File: src/design/xdec_consts.svh
`ifndef XDEC_CONSTS_SVH
`define XDEC_CONSTS_SVH
// Field positions of the instruction word
`define XD_LOAD_BIT 20
`define XD_WB_BIT 21
`define XD_USER_BIT 22
`define XD_UP_BIT 23
`define XD_PRE_BIT 24
`define XD_IMM_BIT 25
`define XD_BYTE_BIT 22
`define XD_PC_REG 15
// Arithmetic extension space
`define XD_ARITH_TAG 4'h9
`define XD_MUL_MAX 4'h3
`define XD_LONG_MIN 4'h8
// Control extension space
`define XD_CTRL_HI 2'h2
`define XD_ALL_ONES4 4'hf
`define XD_BX_ONES 12'hfff
`define XD_BX_TAG 4'h1
// Swap fields
`define XD_SWAP_TAG 8'h09
// Coprocessor spaces
`define XD_CP_CLASS 3'h6
`define XD_CP_OTHER 3'h7
// Lowest architecture version that traps unassigned encodings
`define XD_ARCH_TRAP 4'h4
`define XD_ARCH_RESET 4'h4
`endif

File: src/design/xdec_pkg.sv
package xdec_pkg;
  typedef enum logic [1:0] {
    INCREMENT_AFTER,
    INCREMENT_BEFORE,
    DECREMENT_AFTER,
    DECREMENT_BEFORE
  } addr_mode_e;
  typedef enum logic [3:0] {
    CLS_NONE,
    CLS_BLOCK_LOAD,
    CLS_BLOCK_STORE,
    CLS_WORD_SWAP,
    CLS_BYTE_SWAP,
    CLS_COPROC,
    CLS_MULTIPLY,
    CLS_LONG_MULTIPLY,
    CLS_READ_STATUS,
    CLS_WRITE_STATUS_REG,
    CLS_WRITE_STATUS_IMM,
    CLS_BRANCH_EXCHANGE,
    CLS_UNDEFINED
  } instr_class_e;
  typedef logic [15:0] reg_mask_t;
endpackage

File: src/design/xdec_decoder.sv
`timescale 1ns/10ps
`include "xdec_consts.svh"
// Operation
// - Register list bit n selects register n; bit 15 is the PC
// - Block load with PC and user-bank flag copies saved into current status
// - Otherwise user-bank flag in privileged mode moves user-bank registers
// - Direction bit one means block load, zero means block store
// - Pre and up bits pick the four addressing modes; writeback is separate
// - Swap is one locked read then write to the same address
// - Swap address from base; store source; load into destination
// - Coprocessor instructions carry a 4-bit number, sixteen coprocessors
// - Coprocessor instruction nobody accepts takes the undefined trap
// - Unassigned extension-space encodings raise the undefined trap on version 4 and later, else flag unpredictable
// - Arithmetic space: bits 27:24 zero and bits 7:4 equal 1001
// - Sub-opcode 0 to 3 is multiply; destination, accumulate, sources
// - Sub-opcode 8 to 15 is long multiply; two dest, two sources
// - Unassigned arithmetic encodings undefined on version 4
// - Control space: 27:26=00, 24:23=10, bit 20 clear, minus one case
// - Status read: bit 25 clear, 19:16 ones, 11:0 zero, op 00 or 10
// - Status write by register: 15:12 ones, 11:4 zero, op 01 or 11
// - Status write by immediate: bit 25 set, 15:12 ones, op 01 or 11
// - Branch exchange: 19:8 all ones, 7:4 equal 0001, op 01
// - Unassigned control encodings undefined on version 4
module xdec_decoder (
  input wire logic i_clk,
  input wire logic i_reset,
  // Instruction issue
  input wire logic i_valid,
  input wire logic [31:0] i_instr,
  input wire logic [3:0] i_arch_version,
  input wire logic i_privileged,
  // Coprocessor handshake
  input wire logic i_cp_accept,
  input wire logic i_cp_exception,
  // Register file values for swap
  input wire logic [31:0] i_base_value,
  input wire logic [31:0] i_source_value,
  // Memory side
  input wire logic i_mem_ack,
  input wire logic [31:0] i_mem_rdata,
  output logic o_mem_req,
  output logic o_mem_write,
  output logic o_mem_byte,
  output logic o_mem_lock,
  output logic [31:0] o_mem_addr,
  output logic [31:0] o_mem_wdata,
  // Decode results
  output xdec_pkg::instr_class_e o_class,
  output xdec_pkg::addr_mode_e o_addr_mode,
  output xdec_pkg::reg_mask_t o_reg_list,
  output logic o_writeback,
  output logic o_user_bank,
  output logic o_restore_status,
  output logic [3:0] o_cp_num,
  output logic o_cp_issue,
  output logic [3:0] o_reg_dest,
  output logic [3:0] o_reg_dest_hi,
  output logic [3:0] o_reg_acc,
  output logic [3:0] o_reg_src_a,
  output logic [3:0] o_reg_src_b,
  output logic [3:0] o_sub_opcode,
  output logic o_accumulate,
  output logic o_signed,
  output logic o_saved_status_sel,
  output logic [3:0] o_write_mask,
  output logic [11:0] o_status_imm,
  output logic o_undef_trap,
  output logic o_unpredictable,
  output logic o_busy,
  output logic [31:0] o_swap_load_data,
  output logic o_swap_done
);
  import xdec_pkg::*;

  // -----------------------------------------------------------------
  // Space detection
  // -----------------------------------------------------------------
  logic [31:0] w;
  logic arith_sp, ctrl_sp, block_sp, swap_sp, cp_sp;
  logic [3:0] sub_op;
  logic [1:0] ctl_op;
  logic is_mul, is_long, is_mrs, is_msr_reg, is_msr_imm, is_bx;
  logic trap_arch, stall;
  assign w = i_instr;
  assign sub_op = w[23:20];
  assign ctl_op = w[22:21];
  assign trap_arch = (i_arch_version >= `XD_ARCH_TRAP);

  assign arith_sp = (w[27:24] == 4'h0) && (w[7:4] == `XD_ARITH_TAG);
  assign ctrl_sp = (w[27:26] == 2'h0) && (w[24:23] == `XD_CTRL_HI) &&
                   !w[20] && !(!w[25] && w[7] && w[4]);
  assign swap_sp = (w[27:23] == 5'h02) && (w[21:20] == 2'h0) &&
                   (w[11:4] == `XD_SWAP_TAG);
  assign block_sp = (w[27:25] == 3'h4);
  // Both coprocessor classes, excluding the reserved data-transfer space
  assign cp_sp = ((w[27:25] == `XD_CP_CLASS) &&
                  !(w[24] == 1'b0 && w[21] == 1'b0)) ||
                 ((w[27:25] == `XD_CP_OTHER) && !w[24]);

  assign is_mul = arith_sp && (sub_op <= `XD_MUL_MAX);
  assign is_long = arith_sp && (sub_op >= `XD_LONG_MIN);
  assign is_mrs = ctrl_sp && !w[25] && (w[19:16] == `XD_ALL_ONES4) &&
                  (w[11:0] == 12'h0) && !ctl_op[0];
  assign is_msr_reg = ctrl_sp && !w[25] &&
                      (w[15:12] == `XD_ALL_ONES4) &&
                      (w[11:4] == 8'h0) && ctl_op[0];
  assign is_msr_imm = ctrl_sp && w[25] &&
                      (w[15:12] == `XD_ALL_ONES4) && ctl_op[0];
  assign is_bx = ctrl_sp && !w[25] && (w[19:8] == `XD_BX_ONES) &&
                 (w[7:4] == `XD_BX_TAG) && (ctl_op == 2'h1);

  // -----------------------------------------------------------------
  // Classification
  // -----------------------------------------------------------------
  instr_class_e cls_d;
  logic unpred_d;
  always_comb begin
    cls_d = CLS_NONE;
    unpred_d = 1'b0;
    if (arith_sp) begin
      if (is_mul) begin
        cls_d = CLS_MULTIPLY;
      end else if (is_long) begin
        cls_d = CLS_LONG_MULTIPLY;
      end else if (trap_arch) begin
        cls_d = CLS_UNDEFINED;
      end else begin
        unpred_d = 1'b1;
      end
    end else if (swap_sp) begin
      cls_d = w[`XD_BYTE_BIT] ? CLS_BYTE_SWAP : CLS_WORD_SWAP;
    end else if (ctrl_sp) begin
      if (is_mrs) begin
        cls_d = CLS_READ_STATUS;
      end else if (is_msr_reg) begin
        cls_d = CLS_WRITE_STATUS_REG;
      end else if (is_msr_imm) begin
        cls_d = CLS_WRITE_STATUS_IMM;
      end else if (is_bx) begin
        cls_d = CLS_BRANCH_EXCHANGE;
      end else if (trap_arch) begin
        cls_d = CLS_UNDEFINED;
      end else begin
        unpred_d = 1'b1;
      end
    end else if (block_sp) begin
      cls_d = w[`XD_LOAD_BIT] ? CLS_BLOCK_LOAD : CLS_BLOCK_STORE;
    end else if (cp_sp) begin
      cls_d = CLS_COPROC;
    end else if (w[27:25] == `XD_CP_CLASS && !w[24] && !w[21]) begin
      // Reserved coprocessor extension space, nothing assigned there yet
      if (trap_arch) begin
        cls_d = CLS_UNDEFINED;
      end else begin
        unpred_d = 1'b1;
      end
    end
  end

  // -----------------------------------------------------------------
  // Swap sequencer
  // -----------------------------------------------------------------
  logic swap_start;
  assign swap_start = i_valid && !stall &&
                      (cls_d == CLS_WORD_SWAP || cls_d == CLS_BYTE_SWAP);
  xdec_swap_seq u_swap (
    .i_clk(i_clk),
    .i_reset(i_reset),
    .i_start(swap_start),
    .i_byte(w[`XD_BYTE_BIT]),
    .i_addr(i_base_value),
    .i_store_data(i_source_value),
    .i_mem_ack(i_mem_ack),
    .i_mem_rdata(i_mem_rdata),
    .o_mem_req(o_mem_req),
    .o_mem_write(o_mem_write),
    .o_mem_byte(o_mem_byte),
    .o_mem_lock(o_mem_lock),
    .o_mem_addr(o_mem_addr),
    .o_mem_wdata(o_mem_wdata),
    .o_load_data(o_swap_load_data),
    .o_busy(o_busy),
    .o_done(o_swap_done)
  );
  // No new instruction is taken while a swap owns the bus
  assign stall = o_busy;

  addr_mode_e mode_w;
  xdec_mode_sel u_mode (
    .i_pre(w[`XD_PRE_BIT]),
    .i_up(w[`XD_UP_BIT]),
    .o_mode(mode_w)
  );

  // -----------------------------------------------------------------
  // Registered decode outputs
  // -----------------------------------------------------------------
  logic take;
  logic pc_in_list;
  assign take = i_valid && !stall;
  assign pc_in_list = w[`XD_PC_REG];

  always_ff @(posedge i_clk or posedge i_reset) begin
    if (i_reset) begin
      o_class <= CLS_NONE;
      o_unpredictable <= 1'b0;
    end else begin
      o_class <= take ? cls_d : CLS_NONE;
      o_unpredictable <= take && unpred_d;
    end
  end

  // Block transfer fields
  always_ff @(posedge i_clk or posedge i_reset) begin
    if (i_reset) begin
      o_reg_list <= 16'h0;
      o_addr_mode <= INCREMENT_AFTER;
      o_writeback <= 1'b0;
      o_user_bank <= 1'b0;
      o_restore_status <= 1'b0;
    end else if (take && block_sp) begin
      o_reg_list <= w[15:0];
      o_addr_mode <= mode_w;
      o_writeback <= w[`XD_WB_BIT];
      o_restore_status <= w[`XD_LOAD_BIT] && pc_in_list &&
                          w[`XD_USER_BIT];
      o_user_bank <= w[`XD_USER_BIT] && i_privileged &&
                     !(w[`XD_LOAD_BIT] && pc_in_list);
    end else begin
      o_restore_status <= 1'b0;
      o_user_bank <= 1'b0;
    end
  end

  // Register fields for multiply, swap and status instructions
  always_ff @(posedge i_clk or posedge i_reset) begin
    if (i_reset) begin
      o_reg_dest <= 4'h0;
      o_reg_dest_hi <= 4'h0;
      o_reg_acc <= 4'h0;
      o_reg_src_a <= 4'h0;
      o_reg_src_b <= 4'h0;
      o_sub_opcode <= 4'h0;
      o_accumulate <= 1'b0;
      o_signed <= 1'b0;
    end else if (take) begin
      o_sub_opcode <= sub_op;
      o_reg_src_a <= w[3:0];
      o_reg_src_b <= w[11:8];
      o_accumulate <= w[21];
      o_signed <= is_long && w[22];
      if (is_mul) begin
        o_reg_dest <= w[19:16];
        o_reg_acc <= w[15:12];
        o_reg_dest_hi <= 4'h0;
      end else if (is_long) begin
        o_reg_dest <= w[15:12];
        o_reg_dest_hi <= w[19:16];
        o_reg_acc <= 4'h0;
      end else if (swap_sp) begin
        o_reg_dest <= w[15:12];
        o_reg_acc <= w[19:16];
        o_reg_dest_hi <= 4'h0;
      end else begin
        o_reg_dest <= w[15:12];
        o_reg_acc <= 4'h0;
        o_reg_dest_hi <= 4'h0;
      end
    end
  end

  always_ff @(posedge i_clk or posedge i_reset) begin
    if (i_reset) begin
      o_write_mask <= 4'h0;
      o_status_imm <= 12'h0;
      o_saved_status_sel <= 1'b0;
    end else if (take && ctrl_sp) begin
      o_write_mask <= w[19:16];
      o_status_imm <= w[11:0];
      o_saved_status_sel <= w[22];
    end
  end

  // -----------------------------------------------------------------
  // Coprocessor dispatch and undefined trap
  // -----------------------------------------------------------------
  // The number is broadcast with every issue; each coprocessor filters
  // on it itself, so the core never decodes which unit owns a number.
  always_ff @(posedge i_clk or posedge i_reset) begin
    if (i_reset) begin
      o_cp_num <= 4'h0;
      o_cp_issue <= 1'b0;
    end else begin
      o_cp_issue <= take && (cls_d == CLS_COPROC);
      if (take && cp_sp) begin
        o_cp_num <= w[11:8];
      end
    end
  end

  // Accept is sampled the cycle after issue; no accept means emulate.
  // A coprocessor fault after partial execution also traps.
  always_ff @(posedge i_clk or posedge i_reset) begin
    if (i_reset) begin
      o_undef_trap <= 1'b0;
    end else begin
      o_undef_trap <= (take && cls_d == CLS_UNDEFINED) ||
                      (o_cp_issue && !i_cp_accept) ||
                      (o_cp_issue && i_cp_exception);
    end
  end

  // -----------------------------------------------------------------
  // Checks
  // -----------------------------------------------------------------
  a_block_dir: assert property (@(posedge i_clk) disable iff (i_reset)
    take && block_sp |=> (o_class == CLS_BLOCK_LOAD) == $past(w[20]))
    else $error("block direction wrong");
  a_restore_pc: assert property (@(posedge i_clk) disable iff (i_reset)
    take && block_sp && w[20] && w[15] && w[22] |=> o_restore_status
    && !o_user_bank)
    else $error("status restore missing");
  a_user_bank: assert property (@(posedge i_clk) disable iff (i_reset)
    take && block_sp && !w[20] && w[22] && i_privileged |=> o_user_bank)
    else $error("user bank not selected");
  a_reg_list: assert property (@(posedge i_clk) disable iff (i_reset)
    take && block_sp |=> o_reg_list == $past(w[15:0]))
    else $error("register list mismatch");
  a_swap_locked: assert property (@(posedge i_clk) disable iff (i_reset)
    swap_start |=> o_mem_lock && !o_mem_write throughout
    (o_mem_lock [*1] ##0 !o_mem_write))
    else $error("swap not locked on read");
  a_swap_addr: assert property (@(posedge i_clk) disable iff (i_reset)
    swap_start |=> o_mem_addr == $past(i_base_value))
    else $error("swap address not from base");
  a_cp_undef: assert property (@(posedge i_clk) disable iff (i_reset)
    o_cp_issue && !i_cp_accept |=> o_undef_trap)
    else $error("missing coprocessor trap");
  // The trap is registered together with the class, in the same cycle
  a_arith_undef: assert property (@(posedge i_clk)
    disable iff (i_reset)
    take && arith_sp && sub_op[3:2] == 2'h1 && trap_arch
    |=> o_class == CLS_UNDEFINED && o_undef_trap)
    else $error("arith space not undefined");
  a_bx_decode: assert property (@(posedge i_clk) disable iff (i_reset)
    take && w[27:20] == 8'h12 && w[19:4] == 16'hfff1
    |=> o_class == CLS_BRANCH_EXCHANGE && o_reg_src_a == $past(w[3:0]))
    else $error("branch exchange missed");
  c_swap: cover property (@(posedge i_clk) swap_start ##[1:20] o_swap_done);
  c_cp_trap: cover property (@(posedge i_clk) o_cp_issue ##1 o_undef_trap);
  c_restore: cover property (@(posedge i_clk) o_restore_status);
endmodule

File: src/design/xdec_mode_sel.sv
`timescale 1ns/10ps
`include "xdec_consts.svh"
// -----------------------------------------------------------------
// Addressing mode select for block transfers
// -----------------------------------------------------------------
module xdec_mode_sel (
  input wire logic i_pre,
  input wire logic i_up,
  output xdec_pkg::addr_mode_e o_mode
);
  import xdec_pkg::*;
  always_comb begin
    case ({i_up, i_pre})
      2'h3: o_mode = INCREMENT_BEFORE;
      2'h2: o_mode = INCREMENT_AFTER;
      2'h1: o_mode = DECREMENT_BEFORE;
      default: o_mode = DECREMENT_AFTER;
    endcase
  end
endmodule

File: src/design/xdec_swap_seq.sv
`timescale 1ns/10ps
`include "xdec_consts.svh"
// -----------------------------------------------------------------
// Atomic swap sequencer: read then write, bus locked throughout
// -----------------------------------------------------------------
module xdec_swap_seq (
  input wire logic i_clk,
  input wire logic i_reset,
  input wire logic i_start,
  input wire logic i_byte,
  input wire logic [31:0] i_addr,
  input wire logic [31:0] i_store_data,
  input wire logic i_mem_ack,
  input wire logic [31:0] i_mem_rdata,
  output logic o_mem_req,
  output logic o_mem_write,
  output logic o_mem_byte,
  output logic o_mem_lock,
  output logic [31:0] o_mem_addr,
  output logic [31:0] o_mem_wdata,
  output logic [31:0] o_load_data,
  output logic o_busy,
  output logic o_done
);
  typedef enum logic [1:0] {S_IDLE, S_READ, S_WRITE} swap_state_e;
  swap_state_e state_q;
  always_ff @(posedge i_clk or posedge i_reset) begin
    if (i_reset) begin
      state_q <= S_IDLE;
    end else begin
      case (state_q)
        S_IDLE: if (i_start) state_q <= S_READ;
        S_READ: if (i_mem_ack) state_q <= S_WRITE;
        S_WRITE: if (i_mem_ack) state_q <= S_IDLE;
        default: state_q <= S_IDLE;
      endcase
    end
  end
  // Address and store value are latched once so the write reuses them
  always_ff @(posedge i_clk or posedge i_reset) begin
    if (i_reset) begin
      o_mem_addr <= 32'h0;
      o_mem_wdata <= 32'h0;
      o_mem_byte <= 1'b0;
    end else if (state_q == S_IDLE && i_start) begin
      o_mem_addr <= i_addr;
      o_mem_wdata <= i_store_data;
      o_mem_byte <= i_byte;
    end
  end
  always_ff @(posedge i_clk or posedge i_reset) begin
    if (i_reset) begin
      o_load_data <= 32'h0;
    end else if (state_q == S_READ && i_mem_ack) begin
      o_load_data <= o_mem_byte ? {24'h0, i_mem_rdata[7:0]} : i_mem_rdata;
    end
  end
  always_ff @(posedge i_clk or posedge i_reset) begin
    if (i_reset) begin
      o_done <= 1'b0;
    end else begin
      o_done <= (state_q == S_WRITE) && i_mem_ack;
    end
  end
  assign o_mem_req = (state_q != S_IDLE);
  assign o_mem_write = (state_q == S_WRITE);
  assign o_mem_lock = (state_q != S_IDLE);
  assign o_busy = (state_q != S_IDLE);
endmodule
File: config.mk
export PLATFORM = sky130hd
export DESIGN_NAME = xdec_decoder
export DESIGN_NICKNAME = d
export VERILOG_FILES = /design/src/design/xdec_pkg.sv /design/src/design/xdec_decoder.sv /design/src/design/xdec_mode_sel.sv /design/src/design/xdec_swap_seq.sv
export VERILOG_INCLUDE_DIRS = /design/src /design/src/design
export SDC_FILE = /design/constraint.sdc
export NUM_CORES = 1
export LEC_CHECK = 0
export ABC_AREA = 1
export BUFFER_PORTS_ARGS = -buffer_cell sky130_fd_sc_hd__buf_4
export CORE_MARGIN = 2
export CORE_UTILIZATION = 40
export DETAILED_ROUTE_END_ITERATION = 7
export PLACE_DENSITY = 0.77
export SETUP_SLACK_MARGIN = 0.1
export SYNTH_ARGS = -nofsm -noshare
export SYNTH_HDL_FRONTEND = slang
export SYNTH_SLANG_ARGS = --single-unit
File: constraint.sdc
create_clock -name i_clk -period 7.32 [get_ports i_clk]
set_clock_uncertainty 0.15 [all_clocks]
set_input_delay 0.366 -clock i_clk [delete_from_list [all_inputs] [get_ports i_clk]]
set_output_delay 0.366 -clock i_clk [all_outputs]
set_load 0.005 [all_outputs]
==> results of run 1 <==
## power by group
| group | internal, mW | switching, mW |
|---|---|---|
| clock | 0.545 | 0.390 |
| sequential | 1.01 | 0.0311 |
| combinational | 0.139 | 0.112 |
## layer usage
layer | part of all wire [%] | global-route usage [%] | wire, um | vias to the layer above
li1 | - | - | - | 2784
met1 | 39 | 25.2 | 7840 | 2785
met2 | 50 | 35.8 | 9900 | 223
met3 | 9.3 | 7.11 | 1870 | 24
met4 | 1.9 | 6.89 | 382 | 0
met5 | 0 | 0 | 0 | -
## placed cells by master, fill, tap and decap left out, types with 6 or more instances in the layout
master / synthesis / routed
o21a_1: 8 / 8
dfrtp_1: 174 / 174
buf_4: 3 / 313
clkbuf_16: 0 / 17
mux2_4: 27 / 27
nand4_1: 6 / 6
mux2_2: 37 / 37
nor2_1: 31 / 31
dlygate4sd3_1: 0 / 8
nand2_1: 179 / 178
nand3_1: 15 / 15
inv_1: 39 / 38
o21ai_0: 87 / 87
## metrics by stage
stage                     hold WS [ns]  cells  setup slack [ns]  utilization, %
after floorplan                  0.305    662              2.09               -
final                          -0.0559   1209              4.60            59.3
after detailed placement         0.322   1169              4.56            55.3
after global routing           0.00744   1209              4.34            59.3
after global placement           0.316   1169              4.58            55.3
after CTS                      0.00320   1209              4.61            59.3
## kinds of logic (layout without fill, tap and decap cells)
family / Yosys count / count (layout) / share of synthesized area, %
compound gates: 106 / 106 / 8.09
buf+inv: 77 / 399 / 4.76
flops: 174 / 174 / 61.8
mux: 64 / 64 / 11.7
simple gates: 241 / 241 / 13.7
## sequential cells by signal (all words and copies together) (netlist names), 12 cells and up
signal and cells:
u_swap.o_load_data 32, u_swap.o_mem_addr 32, u_swap.o_mem_wdata 32, o_reg_list 16
o_status_imm 12
## worst register-to-register path, cell delays in order, from the launching register on
cell	delay, ns
dfrtp_1	0.38
nor2_1	0.08
nand2_1	0.07
buf_4	0.36
inv_2	0.27
nand2_4	0.77
mux2_2	0.52
## worst min path at each step
stage	startpoint	to	slack (ns)	depth (start not counted)
final	i_reset	u_swap.o_mem_wdata[31]	-0.06	2
after global routing	i_source_value[15]	u_swap.o_mem_wdata[15]	0.007	2
after CTS	i_reset	u_swap.o_mem_wdata[31]	0.003	2
after detailed placement	u_swap.o_load_data[6]	u_swap.o_load_data[6]	0.32	2
after global placement	o_reg_dest_hi[2]	o_reg_dest_hi[2]	0.32	2
after floorplan	u_swap.state_q[0]	u_swap.o_done	0.30	1
## timing repair
action / in CTS / in global routing
endpoints found under the hold margin: 8 / 0
setup buffers: 0 / 0
hold buffers: 8 / 0
## final cells by class
cell class / instances / area share, %
inverters: 46 / 1.74
clock buffers: 18 / 4.20
multi-input cells: 411 / 23.2
well taps: 225 / 2.75
clock inverters: 14 / 1.76
repair buffers: 321 / 23.8
flip-flops and latches: 174 / 42.6
==> impl_metrics.json, run 1 <==
{
  "status": "complete, but fails checks",
  "failed_checks": "negative hold slack",
  "multiInputGateArea_sq_um": 2370,
  "final_hold_viol_count": 33,
  "cts-buffers-inserted": 17,
  "num-fill-cells": 1446,
  "critPathLaunch": "u_swap.state_q[0]",
  "yosysTopAreaCell": "dfrtp_1",
  "ios": 316,
  "start_util_pct": 40.9,
  "cts_max_level": 4,
  "grt_pass1_wl_um": 30200,
  "synthTopCellsByCount": "nand2_1 (179), dfrtp_1 (174), o21ai_0 (87), inv_1 (39), mux2_2 (37)",
  "synth_ff_type": "dfrtp_1",
  "tightest_slew_ns": 1.09,
  "yosysWarnings": 0,
  "vias": 5816,
  "async_flop_share_pct": 100,
  "p_leak_nw": 5.67,
  "cts-resized-gates": 0,
  "crit_path_max_incr_delay_ns": 0.76,
  "first_pass_iters": 5,
  "antenna_found_initial": 0,
  "overflow": 0,
  "final_cell_area_sq_um": 10200,
  "cts_tree": "yes",
  "critical_path.top_delay_family": "simple AND/OR/NAND/NOR gates",
  "postRouteAntennaNets": 0,
  "cap_violations": 0,
  "yosysMostFrequentCell": "nand2_1",
  "critical_path_class": "register to register",
  "cp.depth": 6,
  "port_buffers": 309,
  "path_cells": "nor2_1 > nand2_1 > buf_4 > inv_2 > nand2_4 > mux2_2",
  "hpwl_um": 14700,
  "cts.reportedPaths.clkPinSlew_ns": 0.07,
  "power.density_nw_per_um2": 218,
  "clock_latency_ns": 0.41,
  "r2r_end": "u_swap.o_mem_wdata[14]",
  "ys_seq_area_share_pct": 61.8,
  "path_buf_inv": 2,
  "grt_use_total_pct": 21.1,
  "slew_headroom_pct": 27.1,
  "cts_max_path_buffers": 2,
  "synth_cell_types": 28,
  "wl_per_cell_um": 16.5,
  "num_antenna_cells": 0,
  "cts.sinks": 174,
  "ys_ff_latch": 174,
  "worst_setup_path_end_kind": "register",
  "final-seq-area_sq_um": 4350,
  "fin_tns_setup_ns": 0,
  "syn_to_final_growth_pct": 45.0,
  "drc": 0,
  "post_synth_main_area_contributors": "dfrtp_1 (62%), nand2_1 (9.5%), o21ai_0 (6.2%)",
  "finalNetCount": 1110,
  "syn-cell-area_sq_um": 7050,
  "drt_wl_total_um": 20000,
  "start_kind": "register",
  "gp_congestion": 0.842,
  "ir_worst_vdd_mv": 0.161,
  "post_dp_cell_area_sq_um": 9530,
  "ff2ff_path_depth": 6,
  "dieArea_sq_um": 18700,
  "report.final.slew_viol_count": 0,
  "vias_per_cell": 4.81,
  "layout-drive-gt1-share_pct": 42.5,
  "crit_end": "u_swap.o_mem_wdata[14]",
  "cp_slowest_cell": "nand2_4",
  "grt_max_degree": 97,
  "cp_max_fo": 67,
  "core-area_sq_um": 17200,
  "hp-class": "input pin to asynchronous set/reset pin",
  "finalCritPeriodShare_pct": 37.1,
  "grt_setup_unrepaired": "false",
  "timing.rr.start": "u_swap.state_q[0]",
  "clockRootBuffer": "clkbuf_16",
  "required_ns": 7.46,
  "total_power_mw": 2.23,
  "yosysTopAreaCellShare_pct": 61.8,
  "syn_nets": 801,
  "first_iter_violations": 343,
  "finalSetupViolations": 0,
  "rows": 48,
  "die_h_um": 137,
  "syn_inst": 662,
  "die_w_um": 137,
  "layout_min_cycle_time_ns": 2.72,
  "reg2reg_slack_ns": 4.60,
  "arrival_ns": 2.86,
  "whs_ns": -0.0559,
  "syn_avg_cell_area_sq_um": 10.7,
  "max_freq_mhz": 368,
  "synth_edf_count": 0,
  "first_global_vias": 5726
}
Power figures use the tool's default switching activity.
==> run 2: changes to the inputs <==
--- a/config.mk
+++ b/config.mk
@@ -6,12 +6,12 @@
 export SDC_FILE = /design/constraint.sdc
 export NUM_CORES = 1
 export LEC_CHECK = 0
-export ABC_AREA = 1
+export ABC_AREA = 0
 export BUFFER_PORTS_ARGS = -buffer_cell sky130_fd_sc_hd__buf_4
 export CORE_MARGIN = 2
 export CORE_UTILIZATION = 40
 export DETAILED_ROUTE_END_ITERATION = 7
-export PLACE_DENSITY = 0.77
+export PLACE_DENSITY = 0.79
 export SETUP_SLACK_MARGIN = 0.1
 export SYNTH_ARGS = -nofsm -noshare
 export SYNTH_HDL_FRONTEND = slang
==> constraint.sdc (replaced) <==
create_clock -name i_clk -period 2.3 [get_ports i_clk]
set_clock_uncertainty 0.15 [all_clocks]
set_input_delay 0.115 -clock i_clk [delete_from_list [all_inputs] [get_ports i_clk]]
set_output_delay 0.115 -clock i_clk [all_outputs]
set_load 0.005 [all_outputs]
==> run 2 against run 1 <==
Compared with the run above:
- the flow finishes with violations (negative setup slack)
- global-route usage increased by 4.6 points
- critical path type is now input pin to register
- die area increased by 3.3%
- highest routed layer unchanged
- routed wire length increased by 27%
- worst setup slack got worse by 4.9 ns
- first-iteration DRC count decreased by 4.1%
- power increased to 5.1 times the previous value
- count of clock-buffer cells in the layout unchanged
- register-to-register slack got worse by 4.5 ns
- clock power increased to 3.2 times the previous value
- sequential power increased to 4.5 times the previous value
==> impl_metrics.json, run 2 <==
{
  "status": "complete, but fails checks",
  "failed_checks": "negative setup slack",
  "yosysWarnings": 0,
  "vias_per_cell": 5.05,
  "syn_inst": 557,
  "start_util_pct": 40.7,
  "slew_headroom_pct": 51.1,
  "finalNetCount": 1200,
  "met1Wirelength_um": 9570,
  "die_w_um": 139,
  "wl_per_cell_um": 19.5,
  "synth_cell_types": 50,
  "first_pass_iters": 5,
  "post_synth_main_area_contributors": "dfrtp_1 (60%), mux2_4 (10%), mux2_2 (9.3%)",
  "fin_ws_ns": -0.304,
  "power.density_nw_per_um2": 918,
  "clock_latency_ns": 0.41,
  "cts_max_level": 4,
  "syn_nets": 696,
  "syn_to_final_growth_pct": 70.6,
  "critPathLaunch": "i_instr[5]",
  "drc": 0,
  "finalSetupViolations": 69,
  "final_cell_area_sq_um": 12400,
  "syn-cell-area_sq_um": 7290,
  "arrival_ns": 2.76,
  "grt_setup_unrepaired": "true",
  "final_cell_mix": "buf_4 (372), dfrtp_1 (174), dlygate4sd3_1 (129)",
  "ys_seq_area_share_pct": 59.7,
  "post_dp_cell_area_sq_um": 10400,
  "routed.top_layer": "met4",
  "die_h_um": 139,
  "required_ns": 2.46,
  "core-area_sq_um": 17900,
  "start_kind": "input pin",
  "report.final.slew_viol_count": 0,
  "hp-start": "i_instr[26]",
  "cts.reportedPaths.clkPinSlew_ns": 0.08,
  "cp_max_fo": 16,
  "synth_ff_type": "dfrtp_1",
  "tightest_slew_ns": 0.733,
  "wl_met2_um": 13100,
  "max_freq_mhz": 384,
  "cts_tree": "yes",
  "dieArea_sq_um": 19300,
  "worst_hold_path.num_cells": 4,
  "yosysMostFrequentCell": "dfrtp_1",
  "postRouteAntennaNets": 0,
  "r2r_end": "u_swap.o_mem_addr[12]",
  "grt_pass1_wl_um": 38900,
  "yosysTopAreaCell": "dfrtp_1",
  "first_global_vias": 6968,
  "wl_met3_um": 1820,
  "hpwl_um": 15900,
  "timing.rr.start": "u_swap.state_q[0]",
  "cts.sinks": 174,
  "critical_path_class": "input pin to register",
  "top_regs": "u_swap.o_load_data: 32 flops, u_swap.o_mem_addr: 32 flops, u_swap.o_mem_wdata: 32 flops",
  "ios": 316,
  "gp_congestion": 0.834,
  "reg2reg_slack_ns": 0.12,
  "final_common_cell": "buf_4",
  "synth_edf_count": 0,
  "vias": 6580,
  "grt_use_total_pct": 25.7,
  "cts_max_path_buffers": 2,
  "total_power_mw": 11.4,
  "clockRootBuffer": "clkbuf_16",
  "p_leak_nw": 6.23,
  "drt_wl_total_um": 25400,
  "cts-buffers-inserted": 17,
  "first_iter_violations": 329,
  "layout-drive-gt1-share_pct": 51.1,
  "ir_worst_vdd_mv": 0.606,
  "worst_setup_path_end_kind": "register",
  "finalCritPeriodShare_pct": 113,
  "port_buffers": 309,
  "grt_max_degree": 57,
  "final_hold_viol_count": 0,
  "layout_min_cycle_time_ns": 2.60,
  "async_flop_share_pct": 100,
  "antenna_found_initial": 0,
  "syn_avg_cell_area_sq_um": 13.1,
  "finish.utilization_pct": 69.5,
  "yosysTopAreaCellShare_pct": 59.7,
  "hp-class": "input pin to register",
  "min_to": "o_unpredictable",
  "cap_violations": 0,
  "overflow": 0,
  "synthTopCellsByCount": "dfrtp_1 (174), nand2_1 (74), mux2_2 (60), mux2_4 (49), o21ai_0 (37)",
  "ys_ff_latch": 174,
  "ff2ff_path_depth": 7,
  "rows": 49
}
run 2: changes by cell type in the layout (fill, tap and decap cells not counted), sizes merged, moves of 31 or more:
cell,delta
buf,+73
dlygate4sd3,+121
inv,-38
mux2,+45
nand2,-105
nand2b,+31
o21ai,-49
run 2: critical path, cell delays in order:
cell,delay [ns]
buf_6,0.10
or4_4,0.55
or4_4,0.51
or2_0,0.22
a41o_1,0.22
and4_4,0.17
o21ai_4,0.16
buf_12,0.15
buf_12,0.18
mux2_2,0.38
run 2: cells by family after synthesis:
family / count (synthesis) / share of synthesized area, %
AOI/OAI and AO/OA: 68 / 6.06
buffers and inverters: 36 / 2.66
DFF: 174 / 59.7
muxes: 113 / 19.9
and+or+nand+nor: 166 / 11.7
run 2: worst max path at each step:
stage	end	slack (ns)	depth (start not counted)
after floorplan	u_swap.o_mem_addr[10]	-0.47	10
after global placement	u_swap.o_mem_wdata[26]	-0.76	10
after detailed placement	u_swap.o_mem_wdata[18]	-0.82	10
after CTS	u_swap.o_mem_wdata[31]	-0.22	10
after global routing	u_swap.o_mem_wdata[29]	-0.35	10
final	u_swap.o_mem_wdata[29]	-0.30	10
run 2: what timing repair did:
action                                  4_1_cts  5_1_grt
gates resized for setup                      21        6
pin swaps                                     6        7
hold buffers                                129        0
cloned                                        0        1
buffers inserted                              2        2
endpoints found under the hold margin       184        0
endpoints found under the setup margin       69       71
run 2: layout make-up:
type | instances | area (sq um)
inverter | 5 | 22.5
clock inverter | 14 | 168
fill | 1248 | 5460
timing repair buffer | 516 | 4350
tap | 229 | 287
multi-input combinational | 347 | 2820
clock buffer | 18 | 439
antenna | 1 | 2.50
sequential | 174 | 4350
run 2: per-layer routing:
| layer | up-vias | track usage (%) |
|---|---|---|
| met3 | 69 | 7.80 |
| met2 | 306 | 44.9 |
| met1 | 3251 | 29.8 |
| met5 | - | 0 |
| met4 | 0 | 9.73 |
| li1 | 2954 | - |
run 2: stage by stage:
step,hold slack (ns),instances,setup slack [ns],TNS (ns)
floorplan,0.0556,557,-0.470,-63.16
global placement,0.120,1137,-0.756,-49.59
global route,0.0592,1303,-0.347,-20.17
finish,0.0780,1304,-0.304,-15.39
detailed placement,0.123,1137,-0.821,-53.97
CTS,0.00933,1300,-0.224,-12.16
run 2: power breakdown:
group          switching, mW  leakage, nW  internal (mW)
clock network           1.37        0.295           1.59
logic                   1.34         3.76           2.44
registers              0.660         2.18           4.02
total                   3.36         6.23           8.05
